## src/core/flash_host_pkg.sv

```systemverilog
// Package: constants and types for the boot-sector flash host controller.
package flash_host_pkg;

	// ----------------------------------------------------------------
	// Widths
	// ----------------------------------------------------------------
	localparam int ADDR_W = 18;
	localparam int DATA_W = 8;

	// ----------------------------------------------------------------
	// Command bus cycles (standard unlock sequence)
	// ----------------------------------------------------------------
	localparam logic [17:0] UNLOCK1_ADDR = 18'h00555;
	localparam logic [17:0] UNLOCK2_ADDR = 18'h002aa;
	localparam logic [7:0]  UNLOCK1_DATA = 8'haa;
	localparam logic [7:0]  UNLOCK2_DATA = 8'h55;
	localparam logic [7:0]  IDENT_CMD    = 8'h90;
	localparam logic [7:0]  RESET_CMD    = 8'hf0;

	// ----------------------------------------------------------------
	// Identification read addresses (low byte)
	// ----------------------------------------------------------------
	localparam logic [7:0] ID_MAKER_LOW = 8'h00;
	localparam logic [7:0] ID_PART_LOW  = 8'h01;
	localparam logic [7:0] ID_PROT_LOW  = 8'h02;

	// ----------------------------------------------------------------
	// Bus cycle timing at 25 MHz (40 ns period)
	// ----------------------------------------------------------------
	localparam int CLK_PERIOD_NS = 40;
	localparam int STROBE_NS     = 80;
	localparam int SETUP_NS      = 40;
	// Strobes far wider than the 5 ns glitch filter of the device.
	localparam int STROBE_CYC = (STROBE_NS + CLK_PERIOD_NS - 1) / CLK_PERIOD_NS;
	localparam int SETUP_CYC  = (SETUP_NS + CLK_PERIOD_NS - 1) / CLK_PERIOD_NS;
	localparam logic [3:0] STROBE_CNT = 4'(STROBE_CYC);
	localparam logic [3:0] SETUP_CNT  = 4'(SETUP_CYC);

	// ----------------------------------------------------------------
	// Operations requested by the user side
	// ----------------------------------------------------------------
	typedef enum logic [2:0] {
		OP_READ   = 3'b000,
		OP_WRITE  = 3'b001,
		OP_IDENT  = 3'b010,
		OP_EXITID = 3'b011,
		OP_HVID   = 3'b100
	} op_t;

	typedef struct packed {
		op_t         op;
		logic [17:0] addr;
		logic [7:0]  data;
	} req_t;

	// Pin bundle towards the flash.
	typedef struct packed {
		logic        cs_n;
		logic        oe_n;
		logic        we_n;
		logic        a9_hv;
		logic [17:0] addr;
	} pins_t;

	// Sector index from address bits 17..13 for either boot variant.
	function automatic logic [2:0] sector_of(input logic top_boot,
		input logic [4:0] a);
		logic [2:0] s;
		s = 3'h0;
		if (top_boot)
		begin
			if (a[4:3] != 2'b11)
				s = {1'b0, a[4:3]};
			else if (!a[2])
				s = 3'h3;
			else if (a[1])
				s = 3'h6;
			else
				s = a[0] ? 3'h5 : 3'h4;
		end
		else
		begin
			if (a[4:3] != 2'b00)
				s = 3'(3 + a[4:3]);
			else if (a[2])
				s = 3'h3;
			else if (!a[1])
				s = 3'h0;
			else
				s = a[0] ? 3'h2 : 3'h1;
		end
		return s;
	endfunction

endpackage

```

## src/core/flash_host.sv

```systemverilog
// Host controller for a boot-sector flash: reads, writes, identification.
`timescale 1ns/1ps
`default_nettype none
// What this block does
// - High-voltage A9 read gives maker/part codes.
// - Permanent protection only via programming equipment.
// - Identify and write operations start only after unlock cycles.
// - Write needs CE, WE low, OE high.
// - Identification persists until reset command.
module flash_host
	import flash_host_pkg::*;
#(
	parameter bit TOP_BOOT = 1'b1
)
(
	// Clock and reset
	input  wire logic        mclk,
	input  wire logic        arst_n,
	// User request
	input  wire logic        req_valid,
	input  var  req_t        req,
	output logic             req_ready,
	// User answer
	output logic             rsp_valid,
	output logic [7:0]       rsp_data,
	output logic [2:0]       rsp_sector,
	output logic             ident_mode,
	// Flash pins
	output pins_t            pins,
	output logic             reset_hv,
	input  wire logic [7:0]  dq_in,
	output logic [7:0]       dq_out,
	output logic             dq_oe
);

	typedef enum logic [2:0] {
		H_IDLE = 3'b000,
		H_U1   = 3'b001,
		H_U2   = 3'b010,
		H_CMD  = 3'b011,
		H_ONE  = 3'b100,
		H_DONE = 3'b101
	} host_t;

	host_t       st_q, st_d;
	req_t        rq_q, rq_d;
	logic        id_q, id_d;
	logic        busy_q, busy_d;
	logic        rv_q, rv_d;
	logic [7:0]  rsp_q, rsp_d;
	logic [2:0]  sec_q, sec_d;
	logic        cyc_start;
	logic        cyc_wr;
	logic [17:0] cyc_addr;
	logic [7:0]  cyc_data;
	logic        cyc_done;
	logic [7:0]  cyc_rdata;
	pins_t       cyc_pins;

	// ----------------------------------------------------------------
	// Bus cycle engine
	// ----------------------------------------------------------------
	flash_cycle u_cyc (
		.mclk     (mclk),
		.arst_n   (arst_n),
		.start    (cyc_start),
		.is_write (cyc_wr),
		.addr     (cyc_addr),
		.wdata    (cyc_data),
		.done     (cyc_done),
		.rdata    (cyc_rdata),
		.pins     (cyc_pins),
		.dq_in    (dq_in),
		.dq_out   (dq_out),
		.dq_oe    (dq_oe)
	);

	// ----------------------------------------------------------------
	// Operation sequencer
	// ----------------------------------------------------------------
	// The host assumes the device starts in read-array after power-up,
	// so idle means plain reads need no preceding command.
	always_comb
	begin
		st_d      = st_q;
		rq_d      = rq_q;
		id_d      = id_q;
		busy_d    = busy_q;
		rv_d      = 1'b0;
		rsp_d     = rsp_q;
		sec_d     = sec_q;
		cyc_start = 1'b0;
		cyc_wr    = 1'b1;
		cyc_addr  = rq_q.addr;
		cyc_data  = rq_q.data;
		case (st_q)
			H_IDLE:
			begin
				if (req_valid)
				begin
					rq_d  = req;
					sec_d = sector_of(TOP_BOOT, req.addr[17:13]);
					case (req.op)
						OP_IDENT, OP_WRITE:
							st_d = H_U1;
						default:
							st_d = H_ONE;
					endcase
				end
			end
			H_U1:
			begin
				cyc_addr = UNLOCK1_ADDR;
				cyc_data = UNLOCK1_DATA;
				cyc_start = !busy_q;
				busy_d = 1'b1;
				if (cyc_done)
				begin
					busy_d = 1'b0;
					st_d   = H_U2;
				end
			end
			H_U2:
			begin
				cyc_addr = UNLOCK2_ADDR;
				cyc_data = UNLOCK2_DATA;
				cyc_start = !busy_q;
				busy_d = 1'b1;
				if (cyc_done)
				begin
					busy_d = 1'b0;
					st_d   = (rq_q.op == OP_IDENT) ? H_CMD : H_ONE;
				end
			end
			H_CMD:
			begin
				cyc_addr = UNLOCK1_ADDR;
				cyc_data = IDENT_CMD;
				cyc_start = !busy_q;
				busy_d = 1'b1;
				if (cyc_done)
				begin
					busy_d = 1'b0;
					id_d   = 1'b1;
					st_d   = H_DONE;
				end
			end
			H_ONE:
			begin
				// Reads with OE low; writes or exit as one write cycle.
				cyc_wr = rq_q.op == OP_WRITE || rq_q.op == OP_EXITID;
				if (rq_q.op == OP_EXITID)
					cyc_data = RESET_CMD;
				cyc_start = !busy_q;
				busy_d = 1'b1;
				if (cyc_done)
				begin
					busy_d = 1'b0;
					rsp_d  = cyc_wr ? 8'h00 : cyc_rdata;
					if (rq_q.op == OP_EXITID)
						id_d = 1'b0;
					st_d = H_DONE;
				end
			end
			default:
			begin
				rv_d = 1'b1;
				st_d = H_IDLE;
			end
		endcase
	end

	always_ff @(posedge mclk or negedge arst_n)
	begin
		if (!arst_n)
		begin
			st_q   <= H_IDLE;
			rq_q   <= '0;
			id_q   <= 1'b0;
			busy_q <= 1'b0;
			rv_q   <= 1'b0;
			rsp_q  <= 8'h00;
			sec_q  <= 3'h0;
		end
		else
		begin
			st_q   <= st_d;
			rq_q   <= rq_d;
			id_q   <= id_d;
			busy_q <= busy_d;
			rv_q   <= rv_d;
			rsp_q  <= rsp_d;
			sec_q  <= sec_d;
		end
	end

	// High voltage on A9 is only raised for an explicit programmer read.
	always_comb
	begin
		pins       = cyc_pins;
		pins.a9_hv = rq_q.op == OP_HVID && st_q == H_ONE;
	end
	// Temporary unprotect is never requested by this host.
	assign reset_hv   = 1'b0;
	assign req_ready  = (st_q == H_IDLE);
	assign rsp_valid  = rv_q;
	assign rsp_data   = rsp_q;
	assign rsp_sector = sec_q;
	assign ident_mode = id_q;

	a_ident_hold: assert property (@(posedge mclk) disable iff (!arst_n)
		(id_q && !(st_q == H_ONE && rq_q.op == OP_EXITID)) |=> id_q)
		else $error("identification mode left without reset command");
	a_write_unlocked: assert property (@(posedge mclk) disable iff (!arst_n)
		(st_q == H_IDLE && req_valid && req.op == OP_WRITE) |=> st_q == H_U1)
		else $error("write issued without unlock cycles");
	a_hv_only_read: assert property (@(posedge mclk) disable iff (!arst_n)
		pins.a9_hv |-> pins.we_n)
		else $error("high voltage during a write strobe");
	// A request offered alongside the answer is taken at once, so ready
	// may drop on the next cycle only in that case.
	a_resp_pulse: assert property (@(posedge mclk) disable iff (!arst_n)
		rsp_valid |=> !rsp_valid && (req_ready || $past(req_valid)))
		else $error("answer pulse longer than one cycle");
	a_dq_float: assert property (@(posedge mclk) disable iff (!arst_n)
		!pins.oe_n |-> !dq_oe)
		else $error("host drives data while device output enabled");
	c_ident: cover property (@(posedge mclk) disable iff (!arst_n)
		$rose(id_q));
	c_exit: cover property (@(posedge mclk) disable iff (!arst_n)
		$fell(id_q));
	c_write: cover property (@(posedge mclk) disable iff (!arst_n)
		rv_q && rq_q.op == OP_WRITE);

endmodule
`default_nettype wire

```

## src/core/flash_cycle.sv

```systemverilog
// Single flash bus cycle engine: drives strobes and data pins.
`timescale 1ns/1ps
`default_nettype none
module flash_cycle
	import flash_host_pkg::*;
(
	// Clock and reset
	input  wire logic        mclk,
	input  wire logic        arst_n,
	// Cycle request
	input  wire logic        start,
	input  wire logic        is_write,
	input  wire logic [17:0] addr,
	input  wire logic [7:0]  wdata,
	output logic             done,
	output logic [7:0]       rdata,
	// Flash pins
	output pins_t            pins,
	input  wire logic [7:0]  dq_in,
	output logic [7:0]       dq_out,
	output logic             dq_oe
);

	typedef enum logic [1:0] {
		C_IDLE  = 2'b00,
		C_SETUP = 2'b01,
		C_PULSE = 2'b10,
		C_HOLD  = 2'b11
	} cyc_t;

	cyc_t        st_q, st_d;
	logic [3:0]  cnt_q, cnt_d;
	logic        wr_q, wr_d;
	logic [17:0] addr_q, addr_d;
	logic [7:0]  wd_q, wd_d;
	logic [7:0]  rd_q, rd_d;
	logic [7:0]  s1_q, s2_q, s3_q;

	// ----------------------------------------------------------------
	// Read data synchroniser
	// ----------------------------------------------------------------
	// Three stages; data is taken only once the last two agree.
	always_ff @(posedge mclk or negedge arst_n)
	begin
		if (!arst_n)
		begin
			s1_q <= 8'h00;
			s2_q <= 8'h00;
			s3_q <= 8'h00;
		end
		else
		begin
			s1_q <= dq_in;
			s2_q <= s1_q;
			s3_q <= s2_q;
		end
	end

	// ----------------------------------------------------------------
	// Cycle sequencer
	// ----------------------------------------------------------------
	always_comb
	begin
		st_d   = st_q;
		cnt_d  = cnt_q;
		wr_d   = wr_q;
		addr_d = addr_q;
		wd_d   = wd_q;
		rd_d   = rd_q;
		case (st_q)
			C_IDLE:
			begin
				if (start)
				begin
					st_d   = C_SETUP;
					cnt_d  = SETUP_CNT;
					wr_d   = is_write;
					addr_d = addr;
					wd_d   = wdata;
				end
			end
			C_SETUP:
			begin
				if (cnt_q <= 4'h1)
				begin
					st_d  = C_PULSE;
					cnt_d = STROBE_CNT + 4'h2;
				end
				else
					cnt_d = cnt_q - 4'h1;
			end
			C_PULSE:
			begin
				// Reads wait two extra cycles for synchroniser latency.
				if (cnt_q <= 4'h1 || (wr_q && cnt_q <= 4'h3))
				begin
					if (!wr_q && s2_q == s3_q)
						rd_d = s3_q;
					st_d = C_HOLD;
				end
				else
					cnt_d = cnt_q - 4'h1;
			end
			default:
				st_d = C_IDLE;
		endcase
	end

	always_ff @(posedge mclk or negedge arst_n)
	begin
		if (!arst_n)
		begin
			st_q   <= C_IDLE;
			cnt_q  <= 4'h0;
			wr_q   <= 1'b0;
			addr_q <= 18'h0;
			wd_q   <= 8'h00;
			rd_q   <= 8'h00;
		end
		else
		begin
			st_q   <= st_d;
			cnt_q  <= cnt_d;
			wr_q   <= wr_d;
			addr_q <= addr_d;
			wd_q   <= wd_d;
			rd_q   <= rd_d;
		end
	end

	// A write is CE low and WE low with OE high; a read never lowers WE.
	always_comb
	begin
		pins.cs_n  = (st_q == C_IDLE);
		pins.we_n  = !(wr_q && st_q == C_PULSE);
		pins.oe_n  = wr_q || st_q == C_IDLE;
		pins.a9_hv = 1'b0;
		pins.addr  = addr_q;
	end
	assign dq_out = wd_q;
	assign dq_oe  = wr_q && st_q != C_IDLE;
	assign done   = (st_q == C_HOLD);
	assign rdata  = rd_q;

	a_write_combo: assert property (@(posedge mclk) disable iff (!arst_n)
		!pins.we_n |-> (!pins.cs_n && pins.oe_n))
		else $error("write strobe without legal pin combination");
	a_never_both: assert property (@(posedge mclk) disable iff (!arst_n)
		!(!pins.we_n && !pins.oe_n))
		else $error("write and output enable low together");
	a_strobe_width: assert property (@(posedge mclk) disable iff (!arst_n)
		$fell(pins.we_n) |-> !pins.we_n [*2])
		else $error("write strobe too short");

endmodule
`default_nettype wire

```

## config.mk

```make
export PLATFORM = sky130hd
export DESIGN_NAME = flash_host
export DESIGN_NICKNAME = d
export VERILOG_FILES = /design/src/core/flash_host_pkg.sv /design/src/core/flash_host.sv /design/src/core/flash_cycle.sv
export SDC_FILE = /design/constraint.sdc
export NUM_CORES = 1
export LEC_CHECK = 0
export BUFFER_PORTS_ARGS = -buffer_cell sky130_fd_sc_hd__buf_2
export CORE_MARGIN = 2
export CORE_UTILIZATION = 37
export DETAILED_ROUTE_END_ITERATION = 16
export GPL_ROUTABILITY_DRIVEN = 0
export GPL_TIMING_DRIVEN = 0
export PLACE_DENSITY = 0.68
export SLEW_MARGIN = 30
export SYNTH_ARGS = -nofsm -noshare
export SYNTH_HDL_FRONTEND = slang
export SYNTH_SLANG_ARGS = --single-unit
```

## constraint.sdc

```tcl
create_clock -name mclk -period 3.7 [get_ports mclk]
set_input_delay 0.37 -clock mclk [delete_from_list [all_inputs] [get_ports mclk]]
set_output_delay 0.37 -clock mclk [all_outputs]
set_load 0.03 [all_outputs]
```

==> results of run 1 <==
==> flip-flops by register name, summed over array words and instances, names as in the netlist, 2 cells and up <==
register,cells
rq_q,29
u_cyc.addr_q,18
rsp_data,8
u_cyc.dq_out,8
u_cyc.rdata,8
u_cyc.s1_q,8
u_cyc.s2_q,8
u_cyc.s3_q,8
u_cyc.cnt_q,4
rsp_sector,3
st_q,3
u_cyc.st_q,2
==> path summary, 6_finish.rpt <==
check	end	from	cells past startpoint	slack [ns]
setup / recovery	pins[20]	u_cyc.st_q[0]	4	1.70
hold reg to reg	u_cyc.s2_q[5]	u_cyc.s1_q[5]	0	0.35
hold / removal	u_cyc.s1_q[3]	dq_in[3]	1	0.12
setup reg to reg	u_cyc.cnt_q[0]	u_cyc.cnt_q[0]	6	1.74
max in group asynchronous	rq_q[6]	arst_n	3	2.53
min in group asynchronous	u_cyc.s1_q[6]	arst_n	2	0.54
==> power by group <==
part           switching [mW]  internal, mW  total (mW)  leakage (nW)
clock network           0.458         0.533       0.991         0.144
logic                    1.32         0.683        2.01          1.27
registers               0.235          1.59        1.82          1.39
total                    2.02          2.80        4.82          2.81
==> layout make-up <==
cell class	count	area [um2]
Timing Repair Buffer	86	464
Sequential cell	111	2780
Buffer	23	148
Inverter	10	42.5
Clock inverter	7	78.8
Tap cell	168	210
Multi-Input combinational cell	308	1660
Clock buffer	9	225
Fill cell	1188	6510
==> critical path, stage by stage, from the launching register on <==
cell     delay (ns)
dfrtp_1        0.39
inv_1          0.10
ha_1           0.30
or2_2          0.32
buf_2          0.18
==> routing by layer <==
metal / part of all wire, % / global-route usage, % / routed length, um / up-vias
met3: 5.0 / 3.77 / 517 / 28
met4: 2.9 / 6.90 / 305 / 0
met5: 0 / 0 / 0 / -
met1: 45 / 21.7 / 4660 / 1657
li1: - / - / - / 1693
met2: 47 / 25.5 / 4900 / 108
==> kinds of logic (layout without fill, tap and decap cells) <==
group / count (synthesis) / in the layout
DFF: 111 / 111
muxes: 10 / 10
AOI/OAI and AO/OA: 86 / 86
and+or+nand+nor: 195 / 195
other: 1 / 1
buffers and inverters: 33 / 135
xor gates and xnor gates: 9 / 9
adders and majority gates: 7 / 7
==> placed cells by master (no fill, tap or decap), types with 2 or more instances in the layout <==
cell,instances
and2_4,2
or3_1,2
clkbuf_1,7
o21ai_0,37
o21bai_1,2
o21ai_1,6
o2111ai_1,2
or2_2,2
nor3_1,2
buf_6,6
inv_6,2
nor2_1,15
nand2_1,140
and3_1,2
buf_1,2
a21oi_1,13
mux2_1,6
nand3_1,10
clkbuf_16,9
clkinvlp_4,2
a31oi_1,11
xor2_1,8
ha_1,7
buf_2,90
inv_1,8
o211ai_1,4
o21ai_2,2
nor2b_1,5
mux2_2,2
nand2b_1,3
o31ai_1,2
dfrtp_1,111
==> timing repair <==
action,4_1_cts,5_1_grt
endpoints found under the setup margin,0,0
endpoints found under the hold margin,49,0
resized for setup,0,0
hold buffers,1,0
==> through the flow <==
stage	area (um2)	hold slack (ns)
after floorplan	4620	0.0744
after global placement	5260	0.333
after detailed placement	5290	0.336
after CTS	5600	0.116
after global routing	5600	0.110
final	5600	0.121
==> results.toml, run 1 <==
[clock_tree]
clkTransAtPathRegs_ns = 0.07
worstSkewPairLatency_ns = 0.35
post_cts_buffers = 0
cts_buffers = 9
root_buffer = "clkbuf_16"
cts.htree.levels = 3
cts_tree = "yes"
cts_buffer_depth = 2
cts_sinks = 111

[sta]
period_share_pct = 54.0
setup_viol = 0
final.setup.tns_ns = 0
worstMarginPinSlew_ns = 0.565
fmax_mhz = 500
hold_viol_final = 0
slew_violations = 0
postLayoutSetupSlackWorst_ns = 1.70
rsz0062_at_grt = "no"
skew_ns = 0.00797
final.min_clock_period_ns = 2.00
slew_headroom_pct = 62.3

[synthesis]
synth-simple-area-share_pct = 18.4
ys_async_sr_fraction_pct = 100
synth_cells = 452
synthTopCellsByArea = "dfrtp_1 (60%), nand2_1 (11%), o21ai_0 (4.0%)"
synth_top_family_by_area = "simple AND/OR/NAND/NOR gates"
ys_ff_latch = 111
synthMuxAreaShare_pct = 2.49
synth_commonest_cells = "nand2_1 (140), dfrtp_1 (111), o21ai_0 (37)"
synth.top_cell.area_share_pct = 60.1
synth_area_per_cell_um2 = 10.2
yosysTopAreaCell = "dfrtp_1"
synthesis.area_mm2 = 0.00462
synth_edf_count = 0
yosys_warnings = 0
synth_most_common_cell = "nand2_1"
synth-adder-area-share_pct = 1.89
synthXorXnorAreaFrac_pct = 1.70
synth_cell_types = 56
ys.flop_type = "dfrtp_1"
synth_nets = 499
yosysSeqAreaShare_pct = 60.1
synth-compound-area-share_pct = 11.2

[place]
portBuffers = 84
place_ws_ns = 1.76
dp_cells = 705
hpwl_mm = 7.60

[floorplan]
fp.coreArea_mm2 = 0.0121
initial_core_util_pct = 38.2
chipWidth_um = 116
pin_count = 86
die_h_um = 116
dieArea_mm2 = 0.0134
rows = 40

[finish]
nets = 596
final_util_pct = 46.3
diodes = 0
drive_above_1_share_pct = 24.5
area_growth_pct = 21.2
layoutNonFillerInstCount = 722

[pwr]
p_total_mw = 4.82
power.density_mw_per_mm2 = 860
leakagePower_nw = 2.81
peakVddDrop_mv = 0.330

[global_route]
grt_usage_pct = 16.2
grt_pass1_vias = 3518
antenna_found_initial = 0
overflow = 0
grt_pass1_wl_mm = 16.9
grt_max_degree = 63

[routing]
vias_per_cell = 4.83
drt_iter0_markers = 188
finalWirelength_mm = 10.4
vias = 3486
dr.pass1.iters = 6
avgRoutedWirePerCell_um = 14.4
drc = 0
drtAntennaViolNets = 0

[worst_setup_path]
crit_fanout = 6
critPathArrivalTime_ns = 1.63
required_ns = 3.33
cp-end-kind = "primary output"
critPathLaunchType = "flop"
timing_worst_setup_path_type = "flop to primary output"

[run_status]
outcome = "complete, no violations"

[flow_run]
maxCapViolations = 0

[worst_hold_path]
hold_path.class = "primary input to flop"
No activity file was read; power rests on OpenSTA's default activity.
==> run 2: changes to the inputs <==
Settings changed: PLACE_DENSITY 0.68 to 0.7.
Clock period 3.7 ns to 1.61 ns, I/O delays scaled along.
==> results.toml, run 2 (synthesis gave the netlist of run 1 again) <==
[clock_tree]
cts_buffer_depth = 2
cts_sinks = 111
cts_buffers = 9
cts_tree = "yes"
worstSkewPairLatency_ns = 0.35
cts.htree.levels = 3
clkTransAtPathRegs_ns = 0.07
root_buffer = "clkbuf_16"

[finish]
final_cell_mix = "nand2_1 (124), dfrtp_1 (108), buf_2 (79), o21ai_0 (36), buf_4 (24)"
area_growth_pct = 41.5
diodes = 0
final_common_cell = "nand2_1"
regMostFlops = "rq_q"
nets = 645
largest_reg_flops = 29
final_util_pct = 54.0
reg.largest.list = "rq_q (29), u_cyc.addr_q (18)"
drive_above_1_share_pct = 37.0

[worst_setup_path]
critPathLaunchType = "flop"
crit_fanout = 5
timing_worst_setup_path_type = "flop to flop"
required_ns = 1.81
cp-end-kind = "flop"
r2r_setup_slack_ns = -0.22
critPathArrivalTime_ns = 2.03

[sta]
skew_ns = 0.00873
hold_viol_final = 0
rsz0062_at_grt = "yes"
slew_headroom_pct = 66.7
worst_hold_slack_ns = 0.0112
final.setup.tns_ns = -2.47
postLayoutSetupSlackWorst_ns = -0.219
setup_viol = 15
period_share_pct = 114
fmax_mhz = 547
slew_violations = 0
final.min_clock_period_ns = 1.83
worstMarginPinSlew_ns = 0.500

[place]
hpwl_mm = 7.20
portBuffers = 84

[pwr]
leakagePower_nw = 3.18
power.density_mw_per_mm2 = 1990
p_total_mw = 13.0
peakVddDrop_mv = 0.880

[routing]
dr.pass1.iters = 4
drtAntennaViolNets = 0
drt_iter0_markers = 396
drc = 0
finalWirelength_mm = 11.4
vias = 3708
vias_per_cell = 4.81
avgRoutedWirePerCell_um = 14.8

[global_route]
grt_usage_pct = 16.5
grt_pass1_vias = 3508
antenna_found_initial = 0
grt_pass1_wl_mm = 17.1
overflow = 0
grt_max_degree = 60

[run_status]
violations = "negative setup slack"
outcome = "complete, but fails checks"

[floorplan]
pin_count = 86
dieArea_mm2 = 0.0134
rows = 40
chipWidth_um = 116
fp.coreArea_mm2 = 0.0121
die_h_um = 116
initial_core_util_pct = 38.2

[flow_run]
maxCapViolations = 0

[worst_hold_path]
hold_path.class = "primary input to flop"
[run 2: worst max-delay path, stage by stage (launching register included)]
cell and delay (ns):
dfrtp_1 0.41, inv_2 0.08, ha_4 0.16, or3_4 0.39
buf_6 0.13, a31oi_4 0.17, and2_4 0.22, o211ai_1 0.13
[run 2: path summary, 6_finish.rpt]
kind / startpoint / endpoint / depth (start not counted)
max in group asynchronous: arst_n / u_cyc.st_q[1] / 3
max reg2reg: u_cyc.cnt_q[0] / u_cyc.cnt_q[3] / 7
min in group asynchronous: arst_n / u_cyc.s1_q[0] / 2
min reg2reg: u_cyc.s1_q[3] / u_cyc.s2_q[3] / 0
min: req[8] / rq_q[8] / 3
max: u_cyc.cnt_q[0] / u_cyc.cnt_q[3] / 7
[run 2: where the power goes]
part | total [mW] | internal (mW) | switching, mW
Combinational | 6.32 | 2.71 | 3.62
Clock | 2.39 | 1.41 | 0.980
Sequential | 4.29 | 3.66 | 0.634
Total | 13.0 | 7.78 | 5.23
[run 2: what timing repair did]
item                                   in CTS  in global routing
cloned                                      3                  5
resized for setup                          61                 59
hold buffers                               20                  0
pin swaps                                   7                 29
endpoints found under the hold margin      71                  0
setup endpoints to repair                  75                 85
buffers inserted                           22                  8
[run 2: area by class of cell]
type                    instances  area, um2
plain buffers                  17        154
clock buffers                  12        246
clock inverters                 4       76.3
fillers                      1064       5570
inverters                      10       47.5
multi-input cells             309       1970
flip-flops and latches        111       2780
well taps                     168        210
repair buffers                140       1060
[run 2: routing by layer]
metal,up-vias,wire [um],share of wire (%),track usage [%]
li1,1800,-,-,-
met1,1802,5070,44,22.2
met2,90,5710,50,26.0
met3,16,419,3.7,3.09
met4,0,191,1.7,7.78
met5,-,0,0,0
[run 2: per-stage QoR]
| step | cells | area [um2] | setup WS (ns) |
|---|---|---|---|
| floorplan | 452 | 4660 | -0.0889 |
| global route | 771 | 6540 | -0.269 |
| global placement | 704 | 5290 | -0.838 |
| CTS | 762 | 6260 | -0.164 |
| detailed placement | 705 | 5320 | -0.243 |
| finish | 771 | 6540 | -0.219 |
==> run 3: changes to the inputs <==
Settings changed: PLACE_DENSITY 0.7 to 0.68.
Clock period 1.61 ns to 2.4 ns, I/O delays scaled along.
==> results.toml, run 3 (synthesis gave the netlist of run 1 again) <==
[clock_tree]
post_cts_buffers = 0
cts_tree = "yes"
cts.htree.levels = 3
cts_buffers = 9
cts_buffer_depth = 2
clkTransAtPathRegs_ns = 0.07
worstSkewPairLatency_ns = 0.35
root_buffer = "clkbuf_16"
cts_sinks = 111

[finish]
reg.largest.list = "rq_q (29), u_cyc.addr_q (18)"
area_growth_pct = 22.9
final_common_cell = "nand2_1"
layoutNonFillerInstCount = 730
regMostFlops = "rq_q"
drive_above_1_share_pct = 24.2
nets = 604
diodes = 0
fill_cells = 1187
final_cell_mix = "nand2_1 (140), dfrtp_1 (111), buf_2 (90), o21ai_0 (37), nor2_1 (15)"
largest_reg_flops = 29

[sta]
slew_violations = 0
rsz0062_at_grt = "no"
skew_ns = 0.00773
fmax_mhz = 512
worstMarginPinSlew_ns = 0.565
postLayoutSetupSlackWorst_ns = 0.446
period_share_pct = 81.4
worst_hold_slack_ns = 0.0745
setup_viol = 0
hold_viol_final = 0
final.setup.tns_ns = 0
final.min_clock_period_ns = 1.95
slew_headroom_pct = 62.3

[global_route]
grt_pass1_vias = 3534
grt_max_degree = 63
overflow = 0
grt_usage_pct = 16.3
grt_pass1_wl_mm = 17.0
antenna_found_initial = 0

[routing]
drc = 0
vias_per_cell = 4.80
vias = 3503
avgRoutedWirePerCell_um = 14.4
finalWirelength_mm = 10.5
dr.pass1.iters = 6
drtAntennaViolNets = 0
drt_iter0_markers = 188

[worst_hold_path]
hold_depth = 3
hold_path.class = "primary input to flop"

[floorplan]
pin_count = 86
chipWidth_um = 116
dieArea_mm2 = 0.0134
initial_core_util_pct = 38.2
die_h_um = 116
rows = 40
fp.coreArea_mm2 = 0.0121

[pwr]
seqPwrFrac_pct = 37.8
peakVddDrop_mv = 0.509
leakagePower_nw = 2.84
power.density_mw_per_mm2 = 1310
switching_share_pct = 41.8
p_int_mw = 4.33
clock_power_share_pct = 20.5
p_switching_mw = 3.11
p_total_mw = 7.44
pwr-share-comb_pct = 41.7

[place]
place_ws_ns = 0.465
dp_cells = 705
hpwl_mm = 7.60
portBuffers = 84

[worst_setup_path]
timing_worst_setup_path_type = "flop to flop"
cp-end-kind = "flop"
reg2reg_depth = 6
crit_fanout = 8
critPathArrivalTime_ns = 2.18
required_ns = 2.63
critPathLaunchType = "flop"

[flow_run]
maxCapViolations = 0

[run_status]
outcome = "complete, no violations"
run 3: cell types whose count changed in the layout (fill, tap and decap cells not counted), moves of 6 or more:
cell	change
buf_2	+11
buf_4	-23
buf_6	-11
dlygate4sd3_1	-11
mux2_1	+6
mux2_4	-8
nand2_1	+16
nand2_2	-10
run 3: through the flow:
stage                     utilization [%]  instance area [um2]
after floorplan                         -                 4620
after global placement               43.4                 5260
after detailed placement             43.7                 5290
after CTS                            46.9                 5680
after global routing                 46.9                 5680
final                                46.9                 5680
run 3: timing repair:
action,4_1_cts,5_1_grt
endpoints found under the hold margin,57,0
gates resized for setup,0,0
hold buffers,9,0
run 3: final cells by class:
| type | count | area (um2) | area share [%] |
|---|---|---|---|
| buffer | 23 | 148 | 2.60 |
| clock buffer | 9 | 225 | 3.96 |
| clock inverter | 7 | 78.8 | 1.39 |
| inverter | 10 | 42.5 | 0.749 |
| multi-input combinational | 308 | 1660 | 29.2 |
| sequential | 111 | 2780 | 48.9 |
| tap | 168 | 210 | 3.70 |
| timing repair buffer | 94 | 544 | 9.58 |
run 3: final timing paths:
kind / start / slack [ns] / end
worst max register to register: u_cyc.cnt_q[0] / 0.45 / u_cyc.rdata[4]
worst min register to register: u_cyc.s1_q[5] / 0.35 / u_cyc.s2_q[5]
worst max-delay path: u_cyc.cnt_q[0] / 0.45 / u_cyc.rdata[4]
worst min-delay path: req[16] / 0.07 / rq_q[16]
max in group asynchronous: arst_n / 1.36 / rq_q[6]
min in group asynchronous: arst_n / 0.41 / u_cyc.s1_q[6]
run 3: metal layers:
layer | GRT usage [%] | share of wire, % | vias to the layer above
li1 | - | - | 1707
met1 | 21.7 | 45 | 1664
met2 | 25.8 | 47 | 104
met3 | 3.77 | 4.7 | 28
met4 | 6.90 | 2.9 | 0
met5 | 0 | 0 | -
run 3: power groups by stage:
stage | logic [mW] | clock network, mW | registers, mW
global route | 3.43 | 1.63 | 2.88
global placement | 2.98 | 0 | 2.82
floorplan | 1.78 | 0 | 3.23
detailed placement | 3.11 | 0 | 2.84
CTS | 3.12 | 1.55 | 2.81
finish | 3.10 | 1.53 | 2.81
run 3: critical path, stage by stage (launching register included):
cell,delay [ns]
dfrtp_1,0.39
inv_1,0.07
ha_1,0.24
or3_1,0.37
and3_1,0.21
nand4_2,0.18
mux2_2,0.37
